==> src/verilog/pcs_pkg.sv <==
package pcs_pkg;

  // ----------------------------------------------------------------
  // register indices (byte address is four times the index)
  // ----------------------------------------------------------------
  localparam logic [31:0] PCS_IDX_PCLK_CTRL = 32'h0FFFF82F;
  localparam logic [31:0] PCS_IDX_LOOP_CTRL = 32'hFFFFF820;
  localparam logic [31:0] PCS_IDX_LOCK_STAT = 32'hFFFFF824;
  localparam logic [31:0] PCS_IDX_LOCK_SEL  = 32'hFFFFF828;

  // ----------------------------------------------------------------
  // field positions
  // ----------------------------------------------------------------
  localparam int PCS_LOOP_EN_BIT  = 0;
  localparam int PCS_CLK_SEL_BIT  = 1;
  localparam int PCS_UNLOCK_BIT   = 0;
  localparam int PCS_PCL_EN_BIT   = 4;
  localparam int PCS_PCL_DIV_LSB  = 0;
  localparam int PCS_LOCK_SEL_LSB = 0;

  // ----------------------------------------------------------------
  // reset values
  // ----------------------------------------------------------------
  localparam logic [7:0] PCS_RST_LOOP_CTRL = 8'h01;
  localparam logic [7:0] PCS_RST_LOCK_STAT = 8'h00;
  localparam logic [7:0] PCS_RST_LOCK_SEL  = 8'h03;
  localparam logic [7:0] PCS_RST_PCLK_CTRL = 8'h00;
  localparam logic       PCS_RST_UNLOCKED  = 1'h1;

  // ----------------------------------------------------------------
  // timing
  // ----------------------------------------------------------------
  localparam int          PCS_MULT_FACTOR   = 4;
  localparam int          PCS_CNT_W         = 20;
  localparam logic [31:0] PCS_LOCK_BASE_LOG = 32'h0000000A;
  localparam int          PCS_STOP_SETTLE   = 8;

  // ----------------------------------------------------------------
  // types
  // ----------------------------------------------------------------
  typedef enum logic [1:0] {
    PCS_TMR_OFF,
    PCS_TMR_OST,
    PCS_TMR_LOCK,
    PCS_TMR_STAB
  } pcs_tmr_t;

  typedef enum logic [2:0] {
    PCS_REG_NONE,
    PCS_REG_LOOP,
    PCS_REG_LOCK,
    PCS_REG_LSEL,
    PCS_REG_PCLK
  } pcs_reg_t;

  typedef struct packed {
    logic       stop_mode;
    logic       deep_idle_mode;
    logic       light_idle_mode;
    logic       main_osc_stop_bit;
    logic       clock_divider_msb;
  } pcs_pwr_t;

  typedef struct packed {
    logic       loop_run;
    logic       clock_source_select;
    logic       sys_clk_operable;
  } pcs_clk_t;

endpackage

==> src/verilog/pcs_pcl_div.sv <==
`timescale 1ns/10ps

// programmable clock output divider, pin low while disabled
module pcs_pcl_div (
  // clock and reset
  input  wire logic       hclk,
  input  wire logic       hresetn,
  input  wire logic       ce,
  // control
  input  wire logic       en,
  input  wire logic [1:0] div,
  // pin
  output logic            pcl_o
);

  typedef struct packed {
    logic [3:0] cnt;
    logic       lvl;
  } pcs_div_st_t;

  pcs_div_st_t st_reg;
  pcs_div_st_t st_next;
  logic [3:0]  half_m1;

  // ----------------------------------------------------------------
  // divide by 2, 4, 8 or 16: toggle every 2^div cycles
  // ----------------------------------------------------------------
  always_comb begin
    half_m1 = 4'((5'h01 << div) - 5'h01);
    st_next = st_reg;
    if (!en) begin
      st_next.cnt = 4'h0;
      st_next.lvl = 1'b0;
    end else if (st_reg.cnt >= half_m1) begin
      st_next.cnt = 4'h0;
      st_next.lvl = ~st_reg.lvl;
    end else begin
      st_next.cnt = st_reg.cnt + 4'h1;
    end
  end

  // state register
  always_ff @(posedge hclk or negedge hresetn) begin
    if (!hresetn) begin
      st_reg <= '0;
    end else if (ce) begin
      st_reg <= st_next;
    end
  end

  assign pcl_o = st_reg.lvl;

endmodule

==> src/verilog/pcs_ctrl.sv <==
`timescale 1ns/10ps

// Overview of operation
// system clock pin follows internal clock while operable, low while stopped
// system clock pin is high impedance until port bit selects output
// multiplied mode gives four times oscillator clock, else clock-through
// loop control resets with loop running and clock-through selected
// source select bit: 0 clock-through, 1 multiplied clock
// clearing loop enable also clears source select by hardware
// select can be set to 1 only while locked, else stores 0
// lock status bit reads 0 locked, 1 unlocked, updated by events
// unlock set on reset, deep idle, stop, loop off, main clock stop
// unlock cleared when default stabilization count expires after reset
// after stop with loop running, cleared at programmed stabilization overflow
// loop enable rising runs lockup timer; overflow clears unlock flag
// after deep idle with loop running, cleared when setup time elapses
// lockup select picks 2^10..2^13 cycles, resets to longest
// software keeps lockup at least 800 us and unchanged during lockup
// programmable clock enable drives pin, pin low when disabled
// programmable divider code 0..3 divides by 2, 4, 8, 16
// software enables programmable output only while loop runs
// software start and stop sequences with lock wait and eight clocks
// loop stops in deep idle or stop, prior state restored on release
// software programs stabilization timer for stop and deep idle
// lockup counter on oscillator clock restarts at each enable rise
module pcs_ctrl #(
  parameter logic [19:0] OST_DEFAULT_CYC = 20'h08000,
  parameter logic [19:0] LOCK_BASE_CYC   = 20'h00400
) (
  // clock and reset
  input  wire logic                hclk,
  input  wire logic                hresetn,
  input  wire logic                ce,
  // ahb-lite slave
  input  wire logic                hsel,
  input  wire logic [31:0]         haddr,
  input  wire logic [1:0]          htrans,
  input  wire logic                hwrite,
  input  wire logic [2:0]          hsize,
  input  wire logic [31:0]         hwdata,
  input  wire logic                hready,
  output logic [31:0]              hrdata,
  output logic                     hreadyout,
  output logic                     hresp,
  // power state and stabilization count
  input  wire pcs_pkg::pcs_pwr_t   pwr,
  input  wire logic [19:0]         stab_count,
  // clock generation control
  output pcs_pkg::pcs_clk_t        clk_ctl,
  // system clock output pin
  input  wire logic                shared_port_bit,
  output logic                     sys_clock_out_pin_o,
  output logic                     sys_clock_out_pin_oe,
  // programmable clock output pin
  output logic                     prog_clock_out_pin
);

  // ----------------------------------------------------------------
  // state
  // ----------------------------------------------------------------
  typedef struct packed {
    logic                         dp_wr;
    pcs_pkg::pcs_reg_t            dp_reg;
    logic                         loop_enable;
    logic                         clock_source_select;
    logic [1:0]                   lockup_sel;
    logic                         prog_clock_out_enable;
    logic [1:0]                   prog_div;
    logic                         unlocked;
    pcs_pkg::pcs_tmr_t            tmr;
    logic [pcs_pkg::PCS_CNT_W-1:0] cnt;
    logic                         lp_prev;
    logic                         loop_saved;
    logic                         clk_lvl;
    logic [31:0]                  rdata;
  } pcs_st_t;

  pcs_st_t           st_reg;
  pcs_st_t           st_next;
  pcs_pkg::pcs_reg_t ap_reg;
  logic              ap_valid;
  logic              low_power;
  logic              sub_only;
  logic              wr_loop;
  logic [7:0]        wbyte;
  logic [19:0]       lock_cyc;
  logic              tmr_done;

  // ----------------------------------------------------------------
  // address phase decode
  // ----------------------------------------------------------------
  always_comb begin
    ap_valid = hsel && hready && htrans[1];
    if (haddr[31:2] == pcs_pkg::PCS_IDX_LOOP_CTRL[29:0]) begin
      ap_reg = pcs_pkg::PCS_REG_LOOP;
    end else if (haddr[31:2] == pcs_pkg::PCS_IDX_LOCK_STAT[29:0]) begin
      ap_reg = pcs_pkg::PCS_REG_LOCK;
    end else if (haddr[31:2] == pcs_pkg::PCS_IDX_LOCK_SEL[29:0]) begin
      ap_reg = pcs_pkg::PCS_REG_LSEL;
    end else if (haddr[31:2] == pcs_pkg::PCS_IDX_PCLK_CTRL[29:0]) begin
      ap_reg = pcs_pkg::PCS_REG_PCLK;
    end else begin
      ap_reg = pcs_pkg::PCS_REG_NONE;
    end
  end

  // ----------------------------------------------------------------
  // helper terms
  // ----------------------------------------------------------------
  assign low_power = pwr.stop_mode | pwr.deep_idle_mode;
  assign sub_only  = pwr.main_osc_stop_bit & pwr.clock_divider_msb;
  assign wbyte     = hwdata[7:0];
  assign wr_loop   = st_reg.dp_wr && (st_reg.dp_reg == pcs_pkg::PCS_REG_LOOP);
  assign lock_cyc  = 20'(LOCK_BASE_CYC << st_reg.lockup_sel);
  assign tmr_done  = (st_reg.cnt == 20'h00001);

  // ----------------------------------------------------------------
  // next state
  // ----------------------------------------------------------------
  always_comb begin
    st_next = st_reg;

    // data phase follows each accepted address phase
    st_next.dp_wr  = ap_valid && hwrite;
    st_next.dp_reg = ap_valid ? ap_reg : pcs_pkg::PCS_REG_NONE;

    // register writes in the data phase
    if (st_reg.dp_wr) begin
      case (st_reg.dp_reg)
        pcs_pkg::PCS_REG_LOOP: begin
          st_next.loop_enable = wbyte[pcs_pkg::PCS_LOOP_EN_BIT];
          // select may only be set while locked
          st_next.clock_source_select =
            wbyte[pcs_pkg::PCS_CLK_SEL_BIT] & ~st_reg.unlocked;
        end
        pcs_pkg::PCS_REG_LSEL: begin
          st_next.lockup_sel = wbyte[pcs_pkg::PCS_LOCK_SEL_LSB +: 2];
        end
        pcs_pkg::PCS_REG_PCLK: begin
          st_next.prog_clock_out_enable = wbyte[pcs_pkg::PCS_PCL_EN_BIT];
          st_next.prog_div = wbyte[pcs_pkg::PCS_PCL_DIV_LSB +: 2];
        end
        default: begin
        end
      endcase
    end

    // loop off forces clock-through
    if (!st_next.loop_enable) begin
      st_next.clock_source_select = 1'b0;
    end

    // stabilization and lockup timers
    if (st_reg.tmr != pcs_pkg::PCS_TMR_OFF) begin
      if (tmr_done) begin
        st_next.tmr      = pcs_pkg::PCS_TMR_OFF;
        st_next.cnt      = '0;
        st_next.unlocked = 1'b0;
      end else begin
        st_next.cnt = st_reg.cnt - 20'h00001;
      end
    end

    // low power entry and release
    st_next.lp_prev = low_power;
    if (low_power && !st_reg.lp_prev) begin
      st_next.loop_saved = st_reg.loop_enable;
      st_next.unlocked   = 1'b1;
      st_next.tmr        = pcs_pkg::PCS_TMR_OFF;
      st_next.cnt        = '0;
    end else if (!low_power && st_reg.lp_prev && st_reg.loop_saved) begin
      st_next.tmr = pcs_pkg::PCS_TMR_STAB;
      st_next.cnt = (stab_count == 20'h00000) ? 20'h00001 : stab_count;
    end

    // loop enable rise restarts lockup timer
    if (st_next.loop_enable && !st_reg.loop_enable) begin
      st_next.tmr = pcs_pkg::PCS_TMR_LOCK;
      st_next.cnt = lock_cyc;
    end

    // loop stop and subclock-only operation mark unlocked
    if (!st_next.loop_enable && st_reg.loop_enable) begin
      st_next.unlocked = 1'b1;
      st_next.tmr      = pcs_pkg::PCS_TMR_OFF;
      st_next.cnt      = '0;
    end
    if (sub_only) begin
      st_next.unlocked = 1'b1;
    end
    if (low_power) begin
      st_next.unlocked = 1'b1;
    end

    // internal clock image toggles while operable
    if (clk_ctl.sys_clk_operable) begin
      st_next.clk_lvl = ~st_reg.clk_lvl;
    end else begin
      st_next.clk_lvl = 1'b0;
    end

    // read data built from the post-write state
    st_next.rdata = 32'h00000000;
    if (ap_valid && !hwrite) begin
      case (ap_reg)
        pcs_pkg::PCS_REG_LOOP: begin
          st_next.rdata[pcs_pkg::PCS_LOOP_EN_BIT] = st_next.loop_enable;
          st_next.rdata[pcs_pkg::PCS_CLK_SEL_BIT] = st_next.clock_source_select;
        end
        pcs_pkg::PCS_REG_LOCK: begin
          st_next.rdata[pcs_pkg::PCS_UNLOCK_BIT] = st_next.unlocked;
        end
        pcs_pkg::PCS_REG_LSEL: begin
          st_next.rdata[pcs_pkg::PCS_LOCK_SEL_LSB +: 2] = st_next.lockup_sel;
        end
        pcs_pkg::PCS_REG_PCLK: begin
          st_next.rdata[pcs_pkg::PCS_PCL_EN_BIT] = st_next.prog_clock_out_enable;
          st_next.rdata[pcs_pkg::PCS_PCL_DIV_LSB +: 2] = st_next.prog_div;
        end
        default: begin
          st_next.rdata = 32'h00000000;
        end
      endcase
    end
  end

  // ----------------------------------------------------------------
  // state register, reset starts the default stabilization count
  // ----------------------------------------------------------------
  always_ff @(posedge hclk or negedge hresetn) begin
    if (!hresetn) begin
      st_reg                       <= '0;
      st_reg.loop_enable           <= pcs_pkg::PCS_RST_LOOP_CTRL[pcs_pkg::PCS_LOOP_EN_BIT];
      st_reg.clock_source_select   <= pcs_pkg::PCS_RST_LOOP_CTRL[pcs_pkg::PCS_CLK_SEL_BIT];
      st_reg.lockup_sel            <= pcs_pkg::PCS_RST_LOCK_SEL[1:0];
      st_reg.prog_clock_out_enable <= pcs_pkg::PCS_RST_PCLK_CTRL[pcs_pkg::PCS_PCL_EN_BIT];
      st_reg.prog_div              <= pcs_pkg::PCS_RST_PCLK_CTRL[1:0];
      st_reg.unlocked              <= pcs_pkg::PCS_RST_UNLOCKED;
      st_reg.tmr                   <= pcs_pkg::PCS_TMR_OST;
      st_reg.cnt                   <= OST_DEFAULT_CYC;
      st_reg.loop_saved            <= 1'b1;
    end else if (ce) begin
      st_reg <= st_next;
    end
  end

  // ----------------------------------------------------------------
  // clock generation control
  // ----------------------------------------------------------------
  always_comb begin
    clk_ctl.loop_run            = st_reg.loop_enable & ~low_power;
    clk_ctl.clock_source_select = st_reg.clock_source_select & ~low_power;
    clk_ctl.sys_clk_operable    = ~low_power & ~pwr.light_idle_mode &
                                  (st_reg.tmr != pcs_pkg::PCS_TMR_OST);
  end

  // ----------------------------------------------------------------
  // system clock output pin
  // ----------------------------------------------------------------
  assign sys_clock_out_pin_o  = st_reg.clk_lvl;
  assign sys_clock_out_pin_oe = shared_port_bit;

  // ----------------------------------------------------------------
  // programmable clock output
  // ----------------------------------------------------------------
  pcs_pcl_div u_pcl_div (
    .hclk    (hclk),
    .hresetn (hresetn),
    .ce      (ce),
    .en      (st_reg.prog_clock_out_enable),
    .div     (st_reg.prog_div),
    .pcl_o   (prog_clock_out_pin)
  );

  // ----------------------------------------------------------------
  // ahb-lite answer: zero wait, always okay
  // ----------------------------------------------------------------
  assign hrdata    = st_reg.rdata;
  assign hreadyout = 1'b1;
  assign hresp     = 1'b0;

endmodule

==> config.mk <==
export PLATFORM = sky130hd
export DESIGN_NAME = pcs_ctrl
export DESIGN_NICKNAME = d
export VERILOG_FILES = /design/src/verilog/pcs_pkg.sv /design/src/verilog/pcs_pcl_div.sv /design/src/verilog/pcs_ctrl.sv
export SDC_FILE = /design/constraint.sdc
export NUM_CORES = 1
export LEC_CHECK = 0
export BUFFER_PORTS_ARGS = -buffer_cell sky130_fd_sc_hd__buf_2
export CORE_MARGIN = 2
export CORE_UTILIZATION = 30
export DETAILED_ROUTE_END_ITERATION = 12
export GPL_ROUTABILITY_DRIVEN = 1
export MAX_ROUTING_LAYER = met4
export PLACE_DENSITY = 0.51
export SYNTH_ARGS = -nofsm -noshare
export SYNTH_HDL_FRONTEND = slang
export SYNTH_SLANG_ARGS = --single-unit
==> constraint.sdc <==
create_clock -name hclk -period 3.1 [get_ports hclk]
set_input_delay 0.31 -clock hclk [delete_from_list [all_inputs] [get_ports hclk]]
set_output_delay 0.31 -clock hclk [all_outputs]
set_load 0.05 [all_outputs]
# == Yosys cells after proc, flatten, opt, wreduce, memory -nomap -nowiden ==
# Cells that the tools add are included.
# op_classes
addsub,3
magnitude_cmp,1
eq_ne,14
shift,2
muxes,29
bitwise,12
n_reduce_logical,22
# ops
operator,count
30-bit == test (second input constant),3
22-bit two-way mux,3
23-bit two-way mux,2
20-bit two-way mux,2
30-bit by 28-bit == test with 1-bit output (second input constant),1
3-bit two-way mux,7
20-bit by 1-bit == test with 1-bit output (second input constant),1
20-bit logical NOT,1
11-bit by 2-bit << shifter with 20-bit output (first input constant),1
20-bit by 1-bit subtractor with 20-bit output (second input constant),1
5-bit two-way mux,2
5-bit nonzero test,2
3-bit by 2-bit == test with 1-bit output (second input constant),3
1-bit logical AND,9
1-bit two-way mux,7
7-bit two-way mux,1
1-bit AND,6
3-bit by 1-bit == test with 1-bit output (second input constant),2
3-bit == test (second input constant),2
2-bit AND reduction,3
1-bit logical NOT,5
1-bit NOT,5
4-bit by 1-bit adder with 4-bit output (second input constant),1
4-bit greater-or-equal comparator,1
other kinds (10),12
# word_totals
regBits,74
out_inout_bits,40
elab_cells,99

# == Logic depth before layout (Yosys ltp) ==
# logic_depth
depth_word,12
depth_mapped,8

# == Modules after synthesis ==
# From an unflattened synthesis, not the netlist that was laid out.
# unflattened
cells_unflattened,402
hier_area_um2,3424.5
# modules_own_cells
mod,n_inst,cells_per_inst,area_each_um2
pcs_ctrl,1,364,3070.4
pcs_pcl_div,1,38,354.1

# == Least setup slack after synthesis ==
# Ideal clock, no wire load.
# synth_timing
path_kind,register -> register
from,reg st_reg[49] in the netlist's numbering
to,reg st_reg[45] in the netlist's numbering
setup_ns,0.122
t_arrival_ns,1.992
required_ns,2.978
path_slack_ns,0.986
stages_incl_launch_ff,7
n_path_buf,1
period_less_slack_ns,2.114
path_cell_list,dfrtp_1 or4_4 or2_4 o31a_1 buf_6 a21o_1 a32o_1
# synth_between
elab_chain_len,7
# synth_rtl
element,line,source
"start, declared",pcs_ctrl.sv:78,pcs_st_t st_reg;
"start signal, assigned",pcs_ctrl.sv:243,st_reg <= st_next;
20-bit by 1-bit == test with 1-bit output,pcs_ctrl.sv:115,assign tmr_done = (st_reg.cnt == 20'h00001);
20-bit two-way mux,pcs_ctrl.sv:155,if (tmr_done) begin
23-bit two-way mux,pcs_ctrl.sv:154,if (st_reg.tmr != pcs_pkg::PCS_TMR_OFF) begin
22-bit two-way mux,pcs_ctrl.sv:171,end else if (!low_power && st_reg.lp_prev && st_reg.loop_saved) begin
22-bit two-way mux,pcs_ctrl.sv:166,if (low_power && !st_reg.lp_prev) begin
22-bit two-way mux,pcs_ctrl.sv:177,if (st_next.loop_enable && !st_reg.loop_enable) begin
23-bit two-way mux,pcs_ctrl.sv:183,if (!st_next.loop_enable && st_reg.loop_enable) begin
# No other way between the ends. The select of a mux whose other input is x is not followed.
# A chain may end at the register's enable or synchronous reset.

# == Worst setup path after layout ==
# Same ends and word-level chain as after synthesis.

==> summary.txt <==
Place WS: 656 ps
Core area: 0.0109 mm2
Slew Viols, Final: 0
Layout cells sized above 1: 25.3%
Final HPWL from detailed placement: 7.06 mm
Reg2Reg Setup Slack: 660 ps
# diodes: 0
TritonCTS Buffers: 5
Total number of vias: 3128
Status: complete, no violations
Initial antenna violation count: 0
Share of flip-flops with an asynchronous set or reset: 100%
Sequential Area: 0.00113 mm2
Critical Path End: st_reg[45]$_DFFE_PN0P_
EDFF count, synth: 0
Power Dens Cells: 363 mW/mm2
Critical-path top delay cell: or4_4
Fillcell total: 1159
IO Pins: 141
Cts-stage hold buffer count: 0
Post-CTS Setup Bufs: 0
RSZ-0062 raised after global routing: false
CTS H-tree depth: 2
Area grow syn2layout: 16.3%
Data required time at the worst endpoint: 3270 ps
CP Capture Type: flip-flop
Startpoint types: flip-flop
Synth cell types: 64
Largest net degree at the start of global routing: 32
Slew HR: 34.5%
DRC: 0
GRT Residual Overflow: 0
Drt via density: 5.27
Worst r2r dst: st_reg[45]$_DFFE_PN0P_
Clk_skew: 10.2 ps
Final worst slack: 657 ps
Total power: 1430 uW
Maximum vdd drop: 0.207 mV
Worst-skew pair later-pin latency: 290 ps
Worst-path cell chain: or4_4, or2_4, o31a_1, buf_4, a41o_1, a32o_1
Fin. Hold Viols: 0
Initial drt markers: 264
Port-buffer cells: 72
Critical path startpoint: st_reg[49]$_DFFE_PN0P_
Final #Nets: 560
Fin crit share: 78.8%
GP Congestion: 0.822
Most common flop cell mapped by yosys: dfrtp_1
Yosys warnings: 0
Total GRT Usage: 16.2%
Arrival @ worst endpoint: 2610 ps
Root Driver: clkbuf_16
Clk slew on worst S/H paths: 70 ps
Util after Layout: 36.0%
First-pass GRT wire length: 14.9 mm
Synthesized instance count: 385
Min Hold Slack: 80.3 ps
Number of global-route vias before repair: 2906
Largest register FFs: 36
Leak: 0.00181 uW
WP buf/inv: 1
Delay-heaviest family, CP: simple AND/OR/NAND/NOR gates
CTS tree: yes
HP Class: in2async
Drt wl/cell: 15.6 um
Post-CTS Resized: 0
Die Y: 110 um
Mapped Area: 0.00338 mm2
Final ANT Viol Nets: 0
TNS Setup: 0 ps
Initial core utilization: 30.9%
DR pass1 iterations: 5
Mean Syn Cell Area: 8.79 um2
Site row count: 38
Register area share after synthesis: 33.5%
Worst r2r src: st_reg[49]$_DFFE_PN0P_
Die X: 110 um
Total Die Area: 0.0121 mm2
Clk sink count: 45
Fin crit period: 2440 ps
Post-Route WL: 9.29 mm
Number of cells on the critical path: 6
Setup violators final: 0
FF-to-FF path depth: 6
Multi-input gate area: 0.00197 mm2
Synthesized flop and latch total: 45
CP max stage delay: 560 ps
Clock buffer depth: 2
F_max: 0.409 GHz
Max-cap violations: 0
Worst-margin pin slew: 976 ps
Worst Path Max Fanout: 11
Kind of critical path: reg2reg
[layout by cell type, fill, tap and decap left out, types with 3 or more instances in the layout]
master      n
o31ai_1     5
mux2_2      8
o211ai_1    8
o2bb2ai_1   9
nand4b_1    4
or3_1       3
xnor2_1     6
and2_1      8
a21o_1      3
nor4_1     11
ha_1        6
inv_1      11
xor2_1      3
o21ai_0    20
a22oi_1    13
o31a_1      4
or2_2       5
nand2b_1    5
nand2_1    34
dfstp_2     7
buf_2      72
nand3_1    12
a31oi_1     3
nor4bb_1    4
nand4_1    10
nor2_1     21
a32oi_1     3
clkbuf_16   5
a22o_1      3
o221ai_1    3
conb_1     31
nor2b_1     4
dfrtp_1    38
a21oi_1     7
nor3_1     12
mux2i_1     4
buf_4      12
[metrics by stage]
step | cells | instance area [um2]
global route | 594 | 3940
global placement | 586 | 3770
finish | 594 | 3940
floorplan | 414 | 3490
CTS | 594 | 3940
detailed placement | 586 | 3770
[cells by family (layout without fill, tap and decap cells)]
| family | Yosys count | in the layout | synth area share (%) |
|---|---|---|---|
| simple gates | 145 | 145 | 23.5 |
| compound gates | 103 | 103 | 22.9 |
| buf+inv | 63 | 103 | 11.5 |
| flops | 45 | 45 | 33.5 |
| mux | 12 | 12 | 3.85 |
| xor+xnor | 9 | 9 | 2.33 |
| fa+ha+maj | 6 | 6 | 2.22 |
| other cells | 2 | 31 | 0.222 |
[where the power goes]
group          switching, uW  internal, uW
Sequential              2.20           590
Clock                    238           380
Combinational            164          55.7
[final cells by class]
cell class / count / share of cell area [%]
Clock inverter: 2 / 0.890
Multi-Input combinational cell: 306 / 50.0
Timing Repair Buffer: 84 / 11.4
Sequential cell: 45 / 28.8
Tap cell: 140 / 4.45
Inverter: 11 / 1.05
Clock buffer: 6 / 3.28
[synthesized netlist by cell type (3+ instances only)]
cell       number  area share (%)
a22oi_1        13             2.9
mux2i_1         4             1.2
o221ai_1        3            0.78
nand3_1        12             1.8
o31a_1          4             1.0
nor2b_1         4            0.74
clkbuf_1       12             1.3
or2_2           5            0.92
a21oi_1         7             1.0
xor2_1          3            0.78
dfrtp_1        38              28
nor4_1         11             2.0
and2_1          8             1.5
nand4b_1        4             1.0
o31ai_1         5             1.1
mux2_2          8             2.7
a32oi_1         3            0.78
buf_4          36             8.0
a22o_1          3            0.78
a31oi_1         3            0.55
a21o_1          3            0.67
o211ai_1        8             1.8
nand2_1        34             3.8
nor2_1         21             2.3
ha_1            6             2.2
or3_1           3            0.55
nor4bb_1        4             1.2
nand2b_1        5            0.92
o2bb2ai_1       9             2.3
inv_1          11             1.2
dfstp_2         7             5.4
o21ai_0        21             3.1
xnor2_1         6             1.6
nor3_1         12             1.8
nand4_1        10             1.8
[worst reg2reg max path: stages (launching register included)]
cell and delay, ps:
dfrtp_1 460, or4_4 560, or2_4 270, o31a_1 410
buf_4 230, a41o_1 180, a32o_1 200
[routing by layer]
layer  wire, um  vias to the layer above  track usage (%)
met3        552                        6             2.06
met1       4260                     1482             22.2
met2       4400                      119             25.9
li1           -                     1521                -
met5          0                        -                -
met4         74                        0             3.21
[how the worst min path moves through the flow]
| stage | slack, ps | start | depth (start not counted) | endpoint |
|---|---|---|---|---|
| finish | 80 | hresetn | 1 | st_reg[37]$_DFFE_PN0P_ |
| global route | 160 | hresetn | 1 | st_reg[37]$_DFFE_PN0P_ |
| CTS | 130 | hresetn | 1 | st_reg[38]$_DFFE_PN0P_ |
| detailed placement | 440 | hresetn | 1 | st_reg[38]$_DFFE_PN0P_ |
| global placement | 440 | hresetn | 1 | st_reg[38]$_DFFE_PN0P_ |
| floorplan | 10 | hresetn | 0 | hrdata[0]$_DFFE_PN0P_ |
No activity file was read; power rests on OpenSTA's default activity.
